### src/core/pb_pkg.sv
// constants and address decode shared by the power budget register block
// assumes a 12-bit configuration offset and 32-bit register words
package pb_pkg;

	// register byte offsets
	localparam logic [11:0] HEADER_OFFSET     = 12'h280;
	localparam logic [11:0] SELECT_OFFSET     = 12'h284;
	localparam logic [11:0] WINDOW_OFFSET     = 12'h288;
	localparam logic [11:0] ALLOC_OFFSET      = 12'h28c;
	localparam logic [11:0] VALUE_BASE_OFFSET = 12'h300;
	localparam logic [11:0] VALUE_LAST_OFFSET = 12'h31c;
	localparam logic [11:0] SWITCH_CTL_OFFSET = 12'h400;

	// header field positions
	localparam int IDENT_LSB    = 0;
	localparam int IDENT_MSB    = 15;
	localparam int VERSION_LSB  = 16;
	localparam int VERSION_MSB  = 19;
	localparam int NEXT_PTR_LSB = 20;
	localparam int NEXT_PTR_MSB = 31;

	// other field positions
	localparam int SELECT_MSB        = 7;
	localparam int ALLOC_FLAG_BIT    = 0;
	localparam int VALUE_UNLOCK_BIT  = 0;
	localparam int HEADER_UNLOCK_BIT = 1;

	// reset values
	localparam logic [15:0] IDENT_RESET    = 16'h0000;
	localparam logic [3:0]  VERSION_RESET  = 4'h0;
	localparam logic [11:0] NEXT_PTR_RESET = 12'h000;
	localparam logic [7:0]  SELECT_RESET = 8'h00;
	localparam logic        ALLOC_RESET  = 1'b0;
	localparam logic        UNLOCK_RESET = 1'b0;
	localparam logic [31:0] READ_ZERO    = 32'h0000_0000;

	// value array shape
	localparam int          VALUE_COUNT  = 8;
	localparam logic [7:0]  SELECT_LAST  = 8'h07;

	// true when the offset falls on one of the eight value words
	function automatic logic is_value_addr(input logic [11:0] addr);
		is_value_addr = (addr >= VALUE_BASE_OFFSET) &&
			(addr <= VALUE_LAST_OFFSET) && (addr[1:0] == 2'b00);
	endfunction : is_value_addr

	// value word index from its offset
	function automatic logic [2:0] value_index(input logic [11:0] addr);
		logic [11:0] rel;
		rel = addr - VALUE_BASE_OFFSET;
		value_index = rel[4:2];
	endfunction : value_index

endpackage : pb_pkg

### src/core/value_if.sv
// carrier between the register front end and the value store
// assumes both ends run on the same pclk
interface value_if;
	logic        bus_we;
	logic        load_we;
	logic        unlock;
	logic [2:0]  idx;
	logic [31:0] wdata;
	logic [31:0] value [8];

	modport store_side (
		input  bus_we,
		input  load_we,
		input  unlock,
		input  idx,
		input  wdata,
		output value
	);
	modport reg_side (
		output bus_we,
		output load_we,
		output unlock,
		output idx,
		output wdata,
		input  value
	);
endinterface : value_if

### src/core/value_store.sv
// eight sticky 32-bit power budget data words
// assumes writes arrive already decoded to an index on pclk
module value_store (
	input wire logic   pclk,
	value_if.store_side vif
);

	// no reset on purpose: contents survive warm resets, undefined at power-up
	always_ff @(posedge pclk) begin
		if (vif.load_we || (vif.bus_we && vif.unlock)) begin
			vif.value[vif.idx] <= vif.wdata;
		end
	end

endmodule : value_store

### src/core/power_budget_regs.sv
// power budgeting capability register block with an apb slave
// assumes apb master and configuration loader share pclk and presetn
//
// Summary of operation
// - header bits 15:0 hold capability id, 0x4 means power budget, resets 0
// - header bits 19:16 hold capability version, 0x1 means 2.0
// - header bits 31:20 hold next pointer, zero ends the list
// - select register bits 7:0 read-write, bits 31:8 read zero
// - select above 7 makes the data window read zero
// - select 0 to 7 shows that value word in the read-only window
// - alloc register bit 0 says power already counted in system budget
// - value words writable over apb only while the value unlock bit is set; the loader writes them at any time
// - value unlock clear: apb writes to value words are dropped silently
// - eight value words at 0x300 to 0x31c, indexed by select
// - each value word holds one power budget entry, stored whole
module power_budget_regs (
	input  wire logic        pclk,
	input  wire logic        presetn,
	input  wire logic        psel,
	input  wire logic        penable,
	input  wire logic        pwrite,
	input  wire logic [11:0] paddr,
	input  wire logic [31:0] pwdata,
	output logic      [31:0] prdata,
	output logic             pready,
	output logic             pslverr,
	input  wire logic        loader_we,
	input  wire logic [11:0] loader_addr,
	input  wire logic [31:0] loader_wdata,
	output logic             system_allocated_flag,
	output logic             value_write_unlock
);

	value_if vif ();

	logic [15:0] capability_identifier;
	logic [3:0]  capability_version;
	logic [11:0] next_capability_pointer;
	logic [7:0]  value_select_field;
	logic        header_write_unlock;
	logic        bus_wr;
	logic        wr_en;
	logic        wr_priv;
	logic [11:0] wr_addr;
	logic [31:0] wr_data;
	logic        lock_open;
	logic [31:0] next_prdata;
	logic        next_err;
	logic [31:0] window_data;

	value_store u_store (
		.pclk (pclk),
		.vif  (vif.store_side)
	);

	// loader has priority; the bus is stalled rather than losing its write
	assign pready = ~loader_we;
	assign bus_wr = psel & penable & pwrite & ~loader_we;

	// one write port shared by the loader and the bus
	assign wr_en   = loader_we | bus_wr;
	assign wr_priv = loader_we;
	assign wr_addr = loader_we ? loader_addr : paddr;
	assign wr_data = loader_we ? loader_wdata : pwdata;
	assign lock_open = wr_priv | header_write_unlock;

	// value store write decode
	assign vif.bus_we  = bus_wr & pb_pkg::is_value_addr(paddr);
	assign vif.load_we = loader_we & pb_pkg::is_value_addr(loader_addr);
	assign vif.unlock  = value_write_unlock;
	assign vif.idx     = pb_pkg::value_index(wr_addr);
	assign vif.wdata   = wr_data;

	// header fields, locked against plain software writes
	always_ff @(posedge pclk or negedge presetn) begin
		if (!presetn) begin
			capability_identifier   <= pb_pkg::IDENT_RESET;
			capability_version      <= pb_pkg::VERSION_RESET;
			next_capability_pointer <= pb_pkg::NEXT_PTR_RESET;
		end else if (wr_en && wr_addr == pb_pkg::HEADER_OFFSET &&
				lock_open) begin
			capability_identifier <=
				wr_data[pb_pkg::IDENT_MSB:pb_pkg::IDENT_LSB];
			capability_version <=
				wr_data[pb_pkg::VERSION_MSB:pb_pkg::VERSION_LSB];
			next_capability_pointer <=
				wr_data[pb_pkg::NEXT_PTR_MSB:pb_pkg::NEXT_PTR_LSB];
		end
	end

	// data select, plain read-write
	always_ff @(posedge pclk or negedge presetn) begin
		if (!presetn) begin
			value_select_field <= pb_pkg::SELECT_RESET;
		end else if (wr_en && wr_addr == pb_pkg::SELECT_OFFSET) begin
			value_select_field <= wr_data[pb_pkg::SELECT_MSB:0];
		end
	end

	// system allocated flag, locked like the header
	always_ff @(posedge pclk or negedge presetn) begin
		if (!presetn) begin
			system_allocated_flag <= pb_pkg::ALLOC_RESET;
		end else if (wr_en && wr_addr == pb_pkg::ALLOC_OFFSET &&
				lock_open) begin
			system_allocated_flag <= wr_data[pb_pkg::ALLOC_FLAG_BIT];
		end
	end

	// switch control unlock bits, always writable
	always_ff @(posedge pclk or negedge presetn) begin
		if (!presetn) begin
			value_write_unlock  <= pb_pkg::UNLOCK_RESET;
			header_write_unlock <= pb_pkg::UNLOCK_RESET;
		end else if (wr_en && wr_addr == pb_pkg::SWITCH_CTL_OFFSET) begin
			value_write_unlock  <= wr_data[pb_pkg::VALUE_UNLOCK_BIT];
			header_write_unlock <= wr_data[pb_pkg::HEADER_UNLOCK_BIT];
		end
	end

	// indirect window onto the selected value word
	always_comb begin
		if (value_select_field <= pb_pkg::SELECT_LAST) begin
			window_data = vif.value[value_select_field[2:0]];
		end else begin
			window_data = pb_pkg::READ_ZERO;
		end
	end

	// read mux; reserved bits and unmapped offsets read zero
	always_comb begin
		next_prdata = pb_pkg::READ_ZERO;
		next_err    = 1'b0;
		if (pb_pkg::is_value_addr(paddr)) begin
			next_prdata = vif.value[pb_pkg::value_index(paddr)];
		end else begin
			unique case (paddr)
				pb_pkg::HEADER_OFFSET: begin
					next_prdata = {next_capability_pointer,
						capability_version, capability_identifier};
				end
				pb_pkg::SELECT_OFFSET: begin
					next_prdata[pb_pkg::SELECT_MSB:0] = value_select_field;
				end
				pb_pkg::WINDOW_OFFSET: begin
					next_prdata = window_data;
				end
				pb_pkg::ALLOC_OFFSET: begin
					next_prdata[pb_pkg::ALLOC_FLAG_BIT] = system_allocated_flag;
				end
				pb_pkg::SWITCH_CTL_OFFSET: begin
					next_prdata[pb_pkg::VALUE_UNLOCK_BIT]  = value_write_unlock;
					next_prdata[pb_pkg::HEADER_UNLOCK_BIT] = header_write_unlock;
				end
				default: begin
					next_err = 1'b1;
				end
			endcase
		end
	end

	// read data and error registered while selected; settled by the access
	// edge because setup always precedes access by one cycle
	always_ff @(posedge pclk or negedge presetn) begin
		if (!presetn) begin
			prdata  <= pb_pkg::READ_ZERO;
			pslverr <= 1'b0;
		end else if (psel) begin
			prdata  <= pwrite ? pb_pkg::READ_ZERO : next_prdata;
			pslverr <= next_err;
		end
	end

endmodule : power_budget_regs

### config.mk
export PLATFORM = sky130hd
export DESIGN_NAME = power_budget_regs
export DESIGN_NICKNAME = d
export VERILOG_FILES = /design/src/core/pb_pkg.sv /design/src/core/value_if.sv /design/src/core/value_store.sv /design/src/core/power_budget_regs.sv
export SDC_FILE = /design/constraint.sdc
export NUM_CORES = 1
export LEC_CHECK = 0
export BUFFER_PORTS_ARGS = -buffer_cell sky130_fd_sc_hd__buf_2
export CAP_MARGIN = 20
export CORE_MARGIN = 2
export CORE_UTILIZATION = 30
export DETAILED_ROUTE_END_ITERATION = 16
export SLEW_MARGIN = 20
export SYNTH_ARGS = -nofsm -noshare
export SYNTH_HDL_FRONTEND = slang
export SYNTH_HIERARCHICAL = 1
export SYNTH_SLANG_ARGS = --single-unit
### constraint.sdc
create_clock -name pclk -period 12.4 [get_ports pclk]
set_clock_uncertainty 0.15 [all_clocks]
set_input_delay 0.62 -clock pclk [delete_from_list [all_inputs] [get_ports pclk]]
set_output_delay 0.62 -clock pclk [all_outputs]
set_load 0.02 [all_outputs]
==> results.toml, run 1 <==
[status]
status = "complete, no violations"

[timing]
finalHoldWorstSlack_ns = 0.324
hold_viol = 0
max_slew_margin = 0.290
min_period_ns = 3.55
drv_slew = 0
fmax_ghz = 0.282
tns_ns = 0
period_share = 0.286
tightest_slew_ns = 1.07
setup_viol = 0
rsz0062_at_grt = "no"

[critical_path]
setup.worst_path.end_class = "register"
crit_path_start_kind = "input pin"
required_ns = 12.65
cp_num_buf_inv = 4
crit_path_frequent_cell = "buf_4"
critPathKind = "in -> reg"
crit_path_cell_trace = "buf_2, buf_4, inv_2, or3_1, or3_4, a221oi_4, buf_4, mux2_2"
cp.arrival_ns = 3.80
cp_max_fo = 38
cp_slowest_stage_delay_ns = 0.78
reg2reg_slack_ns = 9.46
cp_slowest_cell = "a221oi_4"
cp_top_family = "buffers and inverters"

[grt]
grt_remaining_overflow = 0
grt_pass1_wl_um = 63400
grt_max_degree = 66
grt_pass1_vias = 9616
antenna_found_initial = 2
track_usage = 0.159

[logic_synthesis]
netlist_top_cells_area = "edfxtp_1, mux4_2, dfrtp_1"
yosysWarnings = 6
ys_seq_area_frac = 0.607
synth.top_cell.area_share = 0.487
synthFlopType = "edfxtp_1"
synth.largest_area_cell = "edfxtp_1"
syn-mean-instance-area_sq_um = 17.5
yosysUniqueCellTypes = 44
synthCells = 900
synth_area_sq_um = 15800
synthTopCellsByCount = "edfxtp_1, mux2_2, mux4_2"
ys_ff_latch = 332
synth-edff-count = 256
synth_nets = 994
async_flop_share = 0.229
yosysMostFrequentCell = "edfxtp_1"

[detailed_routing]
vias = 9335
drt_iter0_drc = 864
ant_nets = 0
dr.pass1.iters = 5
routed_wl_um = 43500
vias_per_cell = 5.33
wire_per_inst_um = 24.8
drc = 0

[clocking]
cts_hold_buffers = 1
path_clk_slew_ns = 0.06
h-tree-depth = 2
cts_sinks = 332
cts_setup_buffers = 0
ctsResizeCount = 0
cts_root_buffer = "clkbuf_16"
cts_tree = "yes"
cts_buffer_depth = 3
insertion_delay_ns = 0.52
cts-buffers-inserted = 36

[pwr]
power.density_nw_per_um2 = 129
power_frac_comb = 0.056
seqPwrFrac = 0.505
switching_share = 0.216
p_leak_uw = 0.00629
max-vdd-ir-drop_uv = 76.0
p_int_uw = 1880
p_switching_uw = 516
power_frac_clock = 0.439

[die]
io_pins = 130
die-area_sq_um = 54500
fp.dieH_um = 233
initial_utilization = 0.302
die_w_um = 233
core-area_sq_um = 52300
row_count = 84

[cells_and_area]
num-nets-final = 1127
fillCellCount = 4939
drive_gt1_frac = 0.467
fin_util = 0.354
area_growth_pct = 17.2

[placed_design]
io_buffers = 129
place.gp.congestion = 0.778
dp_hpwl_um = 25900

[job]
drv_cap = 0

[min_path]
hold_class = "reg -> reg"
registers in the layout, indices dropped and copies added (netlist names):
signal and count:
u_store/vif.value 256, prdata 32, capability_identifier 16, next_capability_pointer 12
value_select_field 8, capability_version 4, header_write_unlock 1, pslverr 1
system_allocated_flag 1, value_write_unlock 1
kinds of logic (layout without fill, tap and decap cells):
kind of cell	Yosys count	count (layout)	share of synthesized area
simple gates	114	114	0.0361
flops	332	332	0.607
compound gates	109	109	0.0492
mux	278	278	0.289
other cells	0	1	0
buf+inv	67	228	0.0189
final cells by class:
type | instances | area [sq um] | area share
inverter | 2 | 7.51 | 0.000406
antenna | 1 | 2.50 | 0.000135
clock inverter | 16 | 148 | 0.00798
sequential | 332 | 9600 | 0.518
timing repair buffer | 160 | 898 | 0.0485
clock buffer | 50 | 1010 | 0.0544
tap | 688 | 861 | 0.0465
multi-input combinational | 501 | 5990 | 0.324
per-layer routing:
| metal | vias up | wire length (um) | GRT usage |
|---|---|---|---|
| met1 | 4938 | 18600 | 0.212 |
| met3 | 75 | 2610 | 0.0277 |
| met4 | 2 | 1170 | 0.0526 |
| met5 | - | 9 | 0 |
| met2 | 313 | 21100 | 0.262 |
| li1 | 4007 | - | - |
power groups by stage:
stage / Sequential [uW] / Combinational (uW) / Clock (uW)
after detailed placement: 1230 / 134 / 0
final: 1210 / 134 / 1050
after floorplan: 1230 / 78.5 / 0
after global placement: 1230 / 132 / 0
after CTS: 1210 / 135 / 1070
after global routing: 1210 / 145 / 1110
worst min-delay path, cell delays in order, from the launching register on:
cell and delay [ns]:
dfrtp_1 0.34, nand2_1 0.05, o21ai_0 0.05
cell usage in the layout (no fill, tap or decap), drive strengths merged, types with 4 or more instances in the layout:
master / instances
nand2: 61
nor3: 6
a221oi: 26
clkinvlp: 4
mux2i: 13
buf: 159
clkinv: 10
a21oi: 6
dfrtp: 76
mux4: 128
a22oi: 25
o21ai: 34
mux2: 137
edfxtp: 256
a2bb2oi: 6
o211ai: 6
clkbuf: 50
nor4b: 5
nor2: 13
metrics by stage:
stage	instance area, sq um	worst slack, ns	power (uW)	std cells
after detailed placement	17300	8.22	1370	1681
final	18500	8.85	2390	1750
after global placement	17300	8.29	1360	1681
after CTS	18500	8.76	2410	1748
after floorplan	15800	6.91	1310	900
after global routing	18500	8.70	2470	1749
final timing paths:
check,startpoint,endpoint,cells past startpoint
max,loader_we,capability_identifier[15]$_DFFE_PN0P_,8
min,pslverr$_DFFE_PN0P_,pslverr$_DFFE_PN0P_,2
max reg2reg,value_select_field[0]$_DFFE_PN0P_,prdata[2]$_DFFE_PN0P_,5
min reg2reg,pslverr$_DFFE_PN0P_,pslverr$_DFFE_PN0P_,2
max in group asynchronous,presetn,value_select_field[0]$_DFFE_PN0P_,3
min in group asynchronous,presetn,prdata[5]$_DFFE_PN0P_,2
(Power assumes the default switching activity.)
==> run 2, diff against run 1 <==
clock period = 2.9 ns   (was 12.4 ns; I/O delays follow)
==> run 2 against run 1 <==
Effect of this change: sequential cell count is the same; total power increased to 4.4 times the previous value; critical path depth is 3 lower; core utilization grew 2.3 points; final cell count is 5.2% higher; sequential share of layout area down 3.1 points; register-to-register slack worse by 8.8 ns; critical endpoint is now prdata[20]$_DFFE_PN0P_.
==> results.toml, run 2 (same netlist as run 1, synthesis figures left out) <==
[detailed_routing]
dr.pass1.iters = 5
vias = 9626
vias_per_cell = 5.23
wire_per_inst_um = 22.5
drc = 0
ant_nets = 0
drt_iter0_drc = 703
routed_wl_um = 41500

[cells_and_area]
area_growth_pct = 24.7
fillCellCount = 4834
fin_area_sq_um = 19700
num-nets-final = 1221
layout_common_cells = "edfxtp_1, mux2_2, mux4_2"
reg_top3 = "u_store/vif.value (256), prdata (32), capability_identifier (16)"
diodes = 0
drive_gt1_frac = 0.433
max_flop_register = "u_store/vif.value"
stdcell_count = 1841
final_common_cell = "edfxtp_1"
fin_util = 0.376
largest_register_ffs = 256

[clocking]
cts_tree = "yes"
path_clk_slew_ns = 0.06
cts_buffer_depth = 3
cts_root_buffer = "clkbuf_16"
ctsResizeCount = 0
cts_sinks = 332
cts_setup_buffers = 0
cts-buffers-inserted = 35
insertion_delay_ns = 0.51
h-tree-depth = 2

[critical_path]
cp_max_fo = 20
cp.arrival_ns = 2.50
critPathKind = "reg -> reg"
required_ns = 3.14
setup.worst_path.end_class = "register"
crit_path_start_kind = "register"

[timing]
hold_viol = 0
period_share = 0.780
max_slew_margin = 0.339
finalHoldWorstSlack_ns = 0.0356
drv_slew = 0
setup_ws_ns = 0.639
setup_viol = 0
tightest_slew_ns = 0.991
fmax_ghz = 0.442
min_period_ns = 2.26
rsz0062_at_grt = "no"

[grt]
grt_pass1_wl_um = 63000
grt_remaining_overflow = 0
antenna_found_initial = 1
grt_max_degree = 65
track_usage = 0.153
grt_pass1_vias = 10300

[placed_design]
dp_hpwl_um = 24700
place.gp.congestion = 0.755
dp_slack_ns = 0.371
io_buffers = 129
place_area_sq_um = 17600
dp.cells = 1690

[die]
fp.dieH_um = 233
core-area_sq_um = 52300
row_count = 84
initial_utilization = 0.302
die-area_sq_um = 54500
io_pins = 130
die_w_um = 233

[job]
drv_cap = 0

[pwr]
power.density_nw_per_um2 = 533
max-vdd-ir-drop_uv = 363
p_leak_uw = 0.00680

[min_path]
hold_class = "in -> reg"

[status]
status = "complete, no violations"
## run 2: final timing paths
kind                                              startpoint                                   end  slack [ns]  cells past startpoint
setup / recovery           value_select_field[0]$_DFFE_PN0P_                prdata[20]$_DFFE_PN0P_        0.64                      5
max in group asynchronous                            presetn     capability_version[0]$_DFFE_PN0P_        1.74                      3
hold / removal                                        pwrite                 prdata[3]$_DFFE_PN0P_        0.04                      5
min in group asynchronous                            presetn  capability_identifier[5]$_DFFE_PN0P_        0.11                      2
hold reg to reg                        prdata[0]$_DFFE_PN0P_                 prdata[0]$_DFFE_PN0P_        0.34                      1
setup reg to reg           value_select_field[0]$_DFFE_PN0P_                prdata[20]$_DFFE_PN0P_        0.64                      5
## run 2: routing by layer
| metal | part of all wire | track usage |
|---|---|---|
| met1 | 0.42 | 0.197 |
| met2 | 0.50 | 0.265 |
| met3 | 0.054 | 0.0265 |
| met4 | 0.023 | 0.0419 |
| met5 | 0.00039 | 0 |
## run 2: critical path, cell delays in order, from the launching register on
cell and delay [ns]:
dfrtp_4 0.71, buf_4 0.31, mux4_2 0.52, mux2_2 0.28
nand2_1 0.07, a22oi_1 0.08
## run 2: what timing repair did
action                                  4_1_cts  5_1_grt
hold buffers                                 88        0
hold endpoints to repair                    300        0
endpoints found under the setup margin        0        0
## run 2: where the power goes
| part | total (uW) | internal [uW] | switching [uW] |
|---|---|---|---|
| clock | 4640 | 2850 | 1790 |
| combinational | 683 | 338 | 346 |
| sequential | 5170 | 5160 | 5.16 |
| total | 10500 | 8350 | 2140 |
## run 2: per-stage QoR
step / setup TNS (ns) / total power [uW]
after floorplan: -111.70 / 5600
after CTS: 0 / 10600
after detailed placement: 0 / 5850
after global placement: 0 / 5840
after global routing: 0 / 10800
final: 0 / 10500
## run 2: area by class of cell
class | instances | area, sq um | share of cell area
sequential | 332 | 9600 | 0.487
tap | 688 | 861 | 0.0437
timing repair buffer | 255 | 2020 | 0.102
inverter | 2 | 7.51 | 0.000381
multi-input combinational | 501 | 6020 | 0.306
clock buffer | 50 | 1000 | 0.0510
clock inverter | 13 | 184 | 0.00934
